### src/gpio_bank_map.vh
/*
  Register offsets, field layout and reset values for the GPIO bank.
  Assumes inclusion by the bank module only; definitions, no logic.
*/
`ifndef GPIO_BANK_MAP_VH
`define GPIO_BANK_MAP_VH

`define OFS_OUTPUT_LATCH          8'h00
`define OFS_OUTPUT_ENABLE_CONTROL 8'h04
`define OFS_OUTPUT_SELECT_LOW     8'h08
`define OFS_OUTPUT_SELECT_HIGH    8'h0C
`define OFS_TRISTATE_SELECT_LOW   8'h10
`define OFS_TRISTATE_SELECT_HIGH  8'h14
`define OFS_OPEN_DRAIN_ENABLE     8'h18
`define OFS_PIN_LEVEL_SAMPLE      8'h1C

`define SEL_FIELD_WIDTH 2
`define SEL_OWN_LOGIC   2'h0
`define RST_WORD        32'h00000000

`define HTRANS_NONSEQ   2'h2
`define HTRANS_SEQ      2'h3

`endif

### src/gpio_bank_pin_control.v
/*
  One 32-pin GPIO bank: register file, pad drive and pad sampling,
  reached over an AHB-Lite slave port with zero wait states.
  Assumes the pads are resolved outside from pin_out and pin_oe, and
  that pin_in is asynchronous to clk; it is synchronised here.
  Assumes a single slave on its bus, so hready is this slave's own
  hreadyout fed back by the interconnect.
  Assumes alt_out and alt_oe come from logic on the same clock.
  A second bank is a second instance of this module; it shares no
  state with the first.
*/
// Operation
// - pins 0-15 output-select 2-bit field in low register; 00 selects latch.
// - pins 16-31 select fields in high registers, pin 16 at bits 0:1.
// - per-pin 2-bit three-state select; 00 lets control bit drive enable.
// - latch 0 with control 1 drives the pin low.
// - latch 1 with control 1 drives the pin high unless its open-drain bit is set.
// - control 0 floats the pin regardless of latch.
// - input register bit n reads the level of pin n, delayed by the two-stage synchroniser.
// - pin n maps to bit n of latch, control, open-drain, input registers.
// - a second bank repeats the identical scheme for the next pins.
`timescale 1ns/1ps
`default_nettype none
`include "gpio_bank_map.vh"

module gpio_bank_pin_control #(
  parameter PINS = 32
) (
  // clock, reset, enable
  input  wire              clk,
  input  wire              rst,
  input  wire              ce,
  // ahb-lite slave
  input  wire              hsel,
  input  wire [7:0]        haddr,
  input  wire [1:0]        htrans,
  input  wire              hwrite,
  input  wire [2:0]        hsize,
  input  wire [31:0]       hwdata,
  input  wire              hready,
  output reg  [31:0]       hrdata,
  output reg               hreadyout,
  output reg               hresp,
  // alternate function source, used when a select field is not 00
  input  wire [PINS-1:0]   alt_out,
  input  wire [PINS-1:0]   alt_oe,
  // pads
  input  wire [PINS-1:0]   pin_in,
  output reg  [PINS-1:0]   pin_out,
  output reg  [PINS-1:0]   pin_oe
);

  ////////////////////////////////////////////////////////////////////////
  // registers

  // software-visible registers
  reg  [31:0]     output_latch_q;
  reg  [31:0]     output_enable_control_q;
  reg  [31:0]     output_select_low_q;
  reg  [31:0]     output_select_high_q;
  reg  [31:0]     tristate_select_low_q;
  reg  [31:0]     tristate_select_high_q;
  reg  [31:0]     open_drain_enable_q;

  // pin input synchroniser
  reg  [PINS-1:0] sync1_q;
  reg  [PINS-1:0] sync2_q;

  // bus data phase bookkeeping
  reg             wr_pend_q;
  reg  [7:0]      wr_addr_q;

  // next values of the pads and of the read data
  wire [PINS-1:0] out_d;
  wire [PINS-1:0] oe_d;
  reg  [31:0]     rd_d;

  // address phase qualifier
  wire            take;

  // write strobes, one per writable register; the pin level sample has none
  wire            wr_latch;
  wire            wr_enable_control;
  wire            wr_select_low;
  wire            wr_select_high;
  wire            wr_tristate_low;
  wire            wr_tristate_high;
  wire            wr_open_drain;

  // select fields of all pins, low register in the low half
  wire [63:0]     osel_all;
  wire [63:0]     tsel_all;

  // only whole-word accesses; other sizes are accepted but land as a word
  assign take     = hsel & hready & (htrans == `HTRANS_NONSEQ | htrans == `HTRANS_SEQ);
  assign osel_all = {output_select_high_q, output_select_low_q};
  assign tsel_all = {tristate_select_high_q, tristate_select_low_q};

  ////////////////////////////////////////////////////////////////////////
  // per-pin output routing

  // each pin picks its own registers or the alternate source
  genvar g;
  generate
    for (g = 0; g < PINS; g = g + 1) begin : pin
      // field for pin g sits at bits 2g:2g+1 of the low/high pair
      wire [1:0] osel = osel_all[2*g +: `SEL_FIELD_WIDTH];
      wire [1:0] tsel = tsel_all[2*g +: `SEL_FIELD_WIDTH];
      wire       val  = (osel == `SEL_OWN_LOGIC) ? output_latch_q[g] : alt_out[g];
      // a select field of 00 hands the pad to this bank's own registers
      wire       en   = (tsel == `SEL_OWN_LOGIC) ? output_enable_control_q[g] : alt_oe[g];
      // open drain: only a low is driven, a high releases the pad
      assign out_d[g] = open_drain_enable_q[g] ? 1'b0 : val;
      assign oe_d[g]  = open_drain_enable_q[g] ? (en & ~val) : en;
    end
  endgenerate

  ////////////////////////////////////////////////////////////////////////
  // read mux

  // unmapped or unaligned offsets read as zero
  always @* begin
    case (haddr)
      `OFS_OUTPUT_LATCH:          rd_d = output_latch_q;
      `OFS_OUTPUT_ENABLE_CONTROL: rd_d = output_enable_control_q;
      `OFS_OUTPUT_SELECT_LOW:     rd_d = output_select_low_q;
      `OFS_OUTPUT_SELECT_HIGH:    rd_d = output_select_high_q;
      `OFS_TRISTATE_SELECT_LOW:   rd_d = tristate_select_low_q;
      `OFS_TRISTATE_SELECT_HIGH:  rd_d = tristate_select_high_q;
      `OFS_OPEN_DRAIN_ENABLE:     rd_d = open_drain_enable_q;
      `OFS_PIN_LEVEL_SAMPLE:      rd_d = sync2_q;
      default:                    rd_d = `RST_WORD;
    endcase
  end

  ////////////////////////////////////////////////////////////////////////
  // bus slave: address phase and response

  // the address phase is kept for the write that follows in the data phase
  always @(posedge clk or posedge rst) begin
    if (rst) begin
      wr_pend_q <= 1'b0;
      wr_addr_q <= 8'h00;
    end else if (ce) begin
      if (hready) begin
        // an unmapped write address simply matches no strobe below
        wr_pend_q <= take & hwrite;
        wr_addr_q <= haddr;
      end
    end
  end

  // read data is fixed at the address edge; a write still in its data
  // phase on that edge is not yet visible to this read
  always @(posedge clk or posedge rst) begin
    if (rst) begin
      hrdata <= `RST_WORD;
    end else if (ce) begin
      if (hready & take & ~hwrite) begin
        hrdata <= rd_d;
      end
    end
  end

  // zero-wait slave with a fixed okay response, so no master ever stalls
  always @(posedge clk or posedge rst) begin
    if (rst) begin
      hreadyout <= 1'b1;
      hresp     <= 1'b0;
    end else if (ce) begin
      hreadyout <= 1'b1;
      hresp     <= 1'b0;
    end
  end

  ////////////////////////////////////////////////////////////////////////
  // write strobes

  // write data arrives in the data phase, one cycle after the address
  // unaligned or unmapped addresses raise no strobe, so the write is lost
  assign wr_latch          = wr_pend_q & (wr_addr_q == `OFS_OUTPUT_LATCH);
  assign wr_enable_control = wr_pend_q & (wr_addr_q == `OFS_OUTPUT_ENABLE_CONTROL);
  assign wr_select_low     = wr_pend_q & (wr_addr_q == `OFS_OUTPUT_SELECT_LOW);
  assign wr_select_high    = wr_pend_q & (wr_addr_q == `OFS_OUTPUT_SELECT_HIGH);
  assign wr_tristate_low   = wr_pend_q & (wr_addr_q == `OFS_TRISTATE_SELECT_LOW);
  assign wr_tristate_high  = wr_pend_q & (wr_addr_q == `OFS_TRISTATE_SELECT_HIGH);
  assign wr_open_drain     = wr_pend_q & (wr_addr_q == `OFS_OPEN_DRAIN_ENABLE);

  ////////////////////////////////////////////////////////////////////////
  // register file

  // every register holds a whole word; hsize is not decoded
  // output latch: bit n is the level pin n drives
  always @(posedge clk or posedge rst) begin
    if (rst) begin
      output_latch_q <= `RST_WORD;
    end else if (ce) begin
      if (wr_latch) begin
        output_latch_q <= hwdata;
      end
    end
  end

  // control bits cleared at reset: every pin starts as a receiver
  always @(posedge clk or posedge rst) begin
    if (rst) begin
      output_enable_control_q <= `RST_WORD;
    end else if (ce) begin
      if (wr_enable_control) begin
        output_enable_control_q <= hwdata;
      end
    end
  end

  // output select, pins 0 to 15
  always @(posedge clk or posedge rst) begin
    if (rst) begin
      output_select_low_q <= `RST_WORD;
    end else if (ce) begin
      if (wr_select_low) begin
        output_select_low_q <= hwdata;
      end
    end
  end

  // output select, pins 16 to 31
  always @(posedge clk or posedge rst) begin
    if (rst) begin
      output_select_high_q <= `RST_WORD;
    end else if (ce) begin
      if (wr_select_high) begin
        output_select_high_q <= hwdata;
      end
    end
  end

  // three-state select, pins 0 to 15
  always @(posedge clk or posedge rst) begin
    if (rst) begin
      tristate_select_low_q <= `RST_WORD;
    end else if (ce) begin
      if (wr_tristate_low) begin
        tristate_select_low_q <= hwdata;
      end
    end
  end

  // three-state select, pins 16 to 31
  always @(posedge clk or posedge rst) begin
    if (rst) begin
      tristate_select_high_q <= `RST_WORD;
    end else if (ce) begin
      if (wr_tristate_high) begin
        tristate_select_high_q <= hwdata;
      end
    end
  end

  // open drain: software must keep it clear for plain push-pull use
  always @(posedge clk or posedge rst) begin
    if (rst) begin
      open_drain_enable_q <= `RST_WORD;
    end else if (ce) begin
      if (wr_open_drain) begin
        open_drain_enable_q <= hwdata;
      end
    end
  end

  ////////////////////////////////////////////////////////////////////////
  // pin input synchroniser

  // pin_in is asynchronous; nothing may read it before sync2_q
  // two stages against metastability; only sync2_q reads sync1_q
  always @(posedge clk or posedge rst) begin
    if (rst) begin
      sync1_q <= {PINS{1'b0}};
      sync2_q <= {PINS{1'b0}};
    end else if (ce) begin
      sync1_q <= pin_in;
      sync2_q <= sync1_q;
    end
  end

  ////////////////////////////////////////////////////////////////////////
  // pad drivers

  // pin_oe high means the bank drives the pad
  // registered so the pads never see decode glitches; costs one cycle
  always @(posedge clk or posedge rst) begin
    if (rst) begin
      pin_out <= {PINS{1'b0}};
      pin_oe  <= {PINS{1'b0}};
    end else if (ce) begin
      pin_out <= out_d;
      pin_oe  <= oe_d;
    end
  end

endmodule // gpio_bank_pin_control
`default_nettype wire

### config.mk
export PLATFORM = sky130hd
export DESIGN_NAME = gpio_bank_pin_control
export DESIGN_NICKNAME = d
export VERILOG_FILES = /design/src/gpio_bank_pin_control.v
export VERILOG_INCLUDE_DIRS = /design/src
export SDC_FILE = /design/constraint.sdc
export NUM_CORES = 1
export LEC_CHECK = 0
export ABC_AREA = 1
export BUFFER_PORTS_ARGS = -buffer_cell sky130_fd_sc_hd__buf_4
export CORE_UTILIZATION = 50
export DETAILED_ROUTE_END_ITERATION = 7
export GPL_TIMING_DRIVEN = 0
export PLACE_DENSITY_LB_ADDON = 0.1
export SYNTH_ARGS = -nofsm -noshare
export SYNTH_HDL_FRONTEND = slang
export SYNTH_SLANG_ARGS = --single-unit
export TNS_END_PERCENT = 50
### constraint.sdc
create_clock -name clk -period 31.4 [get_ports clk]
set_clock_uncertainty 0.2 [all_clocks]
set_input_delay 4.71 -clock clk [delete_from_list [all_inputs] [get_ports clk]]
set_output_delay 4.71 -clock clk [all_outputs]
set_load 0.01 [all_outputs]
Word-level counts from Yosys, hierarchy flattened:

Index checks and enable logic that the tools add are counted.

* equal/unequal tests: 15
* mux-type cells: 129
* bitwise operators: 78
* reduce and logical (&&, ||, !) cells: 75

Operators with widths (count)
* $pmux W32 S8: 1
* $logic_not A2 Y1: 64
* $mux W1: 128
* $eq A8 B5 Y1 const B: 7
* $and A1 B1 Y1: 44
* $not A1 Y1: 33
* $eq A8 B4 Y1 const B: 4
* $reduce_and A2 Y1: 9
* $eq A8 B3 Y1 const B: 2
* $logic_not A8 Y1: 2
* $eq A2 B2 Y1 const B: 2
* $or A1 B1 Y1: 1

* register bits: 393
* input bits: 147
* logic and storage cells: 311

Depth between registers and ports, before layout:

* word-level depth: 6
* gate-level depth with buffers: 11
* gate-level depth less buffers: 9

Worst setup path after synthesis:

Ideal clock, no wire load.

* kind: in2reg
* start: input ce
* end: register tristate_select_low_q[13]
* library setup time: 125 ps
* data arrival time: 5541 ps
* data required time: 31075 ps
* setup slack: 25533 ps
* cell stages on the path: 7
* cell sequence: buf_6 > nand3_2 > nor2_4 > nand2_4 > buf_4 > nand2_1 > o21ai_2

* cells in the longest elaborated chain, start to end: 1

Ends and longest elaborated chain
* from (decl): RTL line gpio_bank_pin_control.v:32 `input wire ce,`
* $reduce_and A2 Y1 (no source line)
* to (signal assigned): RTL line gpio_bank_pin_control.v:240 `` tristate_select_low_q <= `RST_WORD; ``
* to (signal assigned): RTL line gpio_bank_pin_control.v:243 `tristate_select_low_q <= hwdata;`
* to (decl): RTL line gpio_bank_pin_control.v:61 `reg [31:0] tristate_select_low_q;`

No other way between the ends.
A chain may end at the register's enable or synchronous reset.

Worst setup path after layout:

* start: input ce
* end: register hrdata[0]

* cells in the longest elaborated chain, start to end: 1

Ends and longest elaborated chain
* $reduce_and A2 Y1 (no source line)
* to (signal assigned): RTL line gpio_bank_pin_control.v:157 `` hrdata <= `RST_WORD; ``
* to (signal assigned): RTL line gpio_bank_pin_control.v:160 `hrdata <= rd_d;`
* to (decl): RTL line gpio_bank_pin_control.v:41 `output reg [31:0] hrdata,`

No other way between the ends.

==> flow_summary.ini <==
[status]
status = finished, final reports clean

[min_path]
min_path_type = reg2reg

[timing]
setup_viol = 0
fmax_mhz = 158
tightest_slew_ps = 1020
period_needed_ps = 6330
hold_violations = 0
relSlewSlack_pct = 32.1
finalCritPeriodShare_pct = 20.2
timing.hold.ws_ps = 278
rsz0062_at_grt = false
finalMaxSlewViolations = 0
setup_tns_ps = 0

[clocking]
cts_tree = done
cts_post_setup_buffers_inserted = 0
clock_latency_ps = 580
clock_sinks = 393
cts.clk_slew.worst_paths_ps = 60
htree_levels = 2
hold_buffers = 0
clockRootBuffer = clkbuf_16
ctsLongestPathBuffers = 3
cts_made_buffers = 44
ctsResizeCount = 0

[grt]
use_met3_pct = 6.70
grt_max_degree = 114
grt_use_met1_pct = 52.4
grt_pass1_vias = 16500
grt_util_all_layers_pct = 36.9
grt_overflow_total = 0
grtUsageMet2_pct = 57.7
grt_pass1_wl_mm = 103
antenna_found_initial = 2
top_usage_layer = met2

[critical_path]
critPathLaunchType = input port
r2r_setup_slack_ps = 29320
crit_fanout = 10
endpoint_kind = flip-flop
required_ps = 31660
arrival_ps = 6590
worst-setup-path-type = in2reg

[route]
drc = 0
ant_nets = 0
via_per_inst = 5.76
vias = 17200
drt-initial-drc-count = 1875
routedWlPerCell_microns = 23.0
drt-total-wl_mm = 68.7
drt-pass1-iter-count = 5

[floorplan]
start_util_pct = 50.7
fp.dieW_microns = 194
core_sq_um = 36500
ioPinCount = 245
core.rowCount = 70
die-area_sq_um = 37800
die_h_microns = 194

[power_and_ir_drop]
power_leakage_nw = 11.5
irDropWorstVdd_mv = 0.0413
p_per_area_nw_per_um2 = 52.2

[finish]
fin_nets = 2632
antenna_cells = 0
fin_util_pct = 61.3
synthToLayoutAreaGrowth_pct = 21.1
drive_above_1_share_pct = 20.0

[synthesis]
synth_area_leaders = dfrtp_1, nand2_1, nand3_1
synthCells = 2198
synth.distinct_cells = 27
yosysTopAreaCell = dfrtp_1
yosys_warnings = 0
syn-num-nets = 2345
syn_area_sq_um = 18500
syn_avg_cell_area_sq_um = 8.42
synth_top_area_share_pct = 53.1
synth_seq_cells = 393
yosysSeqAreaShare_pct = 53.1

[place]
numPortBuffers = 238
place.gp.congestion = 0.945
hpwl_mm = 50.0

[flow_run]
cap_violations = 0
-- worst max-delay path, cell delays in order --
cell and delay, ps:
buf_4 120, inv_2 120, nor3_2 730, inv_2 290, clkbuf_1 380, nand2_1 160
nand2_1 70
-- stage by stage --
stage / setup slack, ps / area (sq um) / power (mW) / std cells
floorplan: 15560 / 18500 / 0.605 / 2198
global placement: 11150 / 20900 / 0.656 / 2904
detailed placement: 24400 / 21000 / 0.659 / 2907
CTS: 25000 / 22400 / 1.17 / 2984
global route: 24760 / 22400 / 1.20 / 2984
finish: 25070 / 22400 / 1.17 / 2984
-- cells in the final DEF (no fill, tap or decap), drive strengths merged --
cell,count
buf,329
nor4,1
inv,144
nand4,2
o21ai,360
clkbuf,102
nand3,228
nor3,4
nand2,697
o311ai,30
clkinvlp,1
nor2,145
bufinv,2
a21oi,1
dfrtp,393
o21bai,30
clkinv,11
conb,2
o31ai,34
-- sequential cells by signal, summed over array words and instances (netlist names) --
name                     flops
hrdata                      32
open_drain_enable_q         32
output_enable_control_q     32
output_latch_q              32
output_select_high_q        32
output_select_low_q         32
pin_oe                      32
pin_out                     32
sync1_q                     32
sync2_q                     32
tristate_select_high_q      32
tristate_select_low_q       32
wr_addr_q                    8
wr_pend_q                    1
-- routing by layer --
metal	wire length [microns]	part of all wire, %
met5	0	0
met4	2070	3.0
met3	6280	9.1
met2	31000	45
met1	29300	43
-- cell type report --
class	count	area (sq um)
inverter	144	548
tap	468	586
multi-input combinational	1534	7350
clock inverter	14	123
timing repair buffer	241	1870
fill	3316	14100
clock buffer	63	1310
buffer	127	785
sequential	393	9830
-- where the power goes --
group / switching [mW] / internal [mW]
Sequential: 0.0198 / 0.530
Clock: 0.213 / 0.306
Combinational: 0.0635 / 0.0376
Total: 0.296 / 0.874
-- final timing paths --
| check | from | to | cells past startpoint |
|---|---|---|---|
| max in group asynchronous | rst | sync1_q[26] | 5 |
| min in group asynchronous | rst | pin_out[4] | 2 |
| max reg2reg | wr_addr_q[0] | output_select_low_q[21] | 7 |
| max | ce | hrdata[0] | 7 |
| min | hrdata[11] | hrdata[11] | 2 |
| min reg2reg | hrdata[11] | hrdata[11] | 2 |
-- cell usage after synthesis --
cell type / number
inv_1: 141
nand4_4: 2
o21ai_2: 80
nor3_1: 3
a21oi_1: 1
buf_4: 9
nor2_4: 6
nor2_1: 138
o31ai_1: 34
clkbuf_1: 39
nor2_2: 1
nor3_2: 1
nand3_2: 2
o21ai_0: 151
o311ai_0: 30
buf_2: 51
conb_1: 2
inv_2: 3
nand2_1: 691
nor4_4: 1
dfrtp_1: 393
nand2_4: 5
o21bai_1: 30
buf_6: 28
nand2_2: 1
o21ai_1: 129
nand3_1: 226
-- cell families after synthesis --
| kind of cell | count (synthesis) | synth area share, % |
|---|---|---|
| AO/OA/AOI/OAI | 455 | 15.4 |
| buffers and inverters | 271 | 7.16 |
| flip-flops | 393 | 53.1 |
| other | 2 | 0.0406 |
| AND/OR/NAND/NOR | 1077 | 24.3 |
Note: power is estimated with default switching activity, not from simulation.
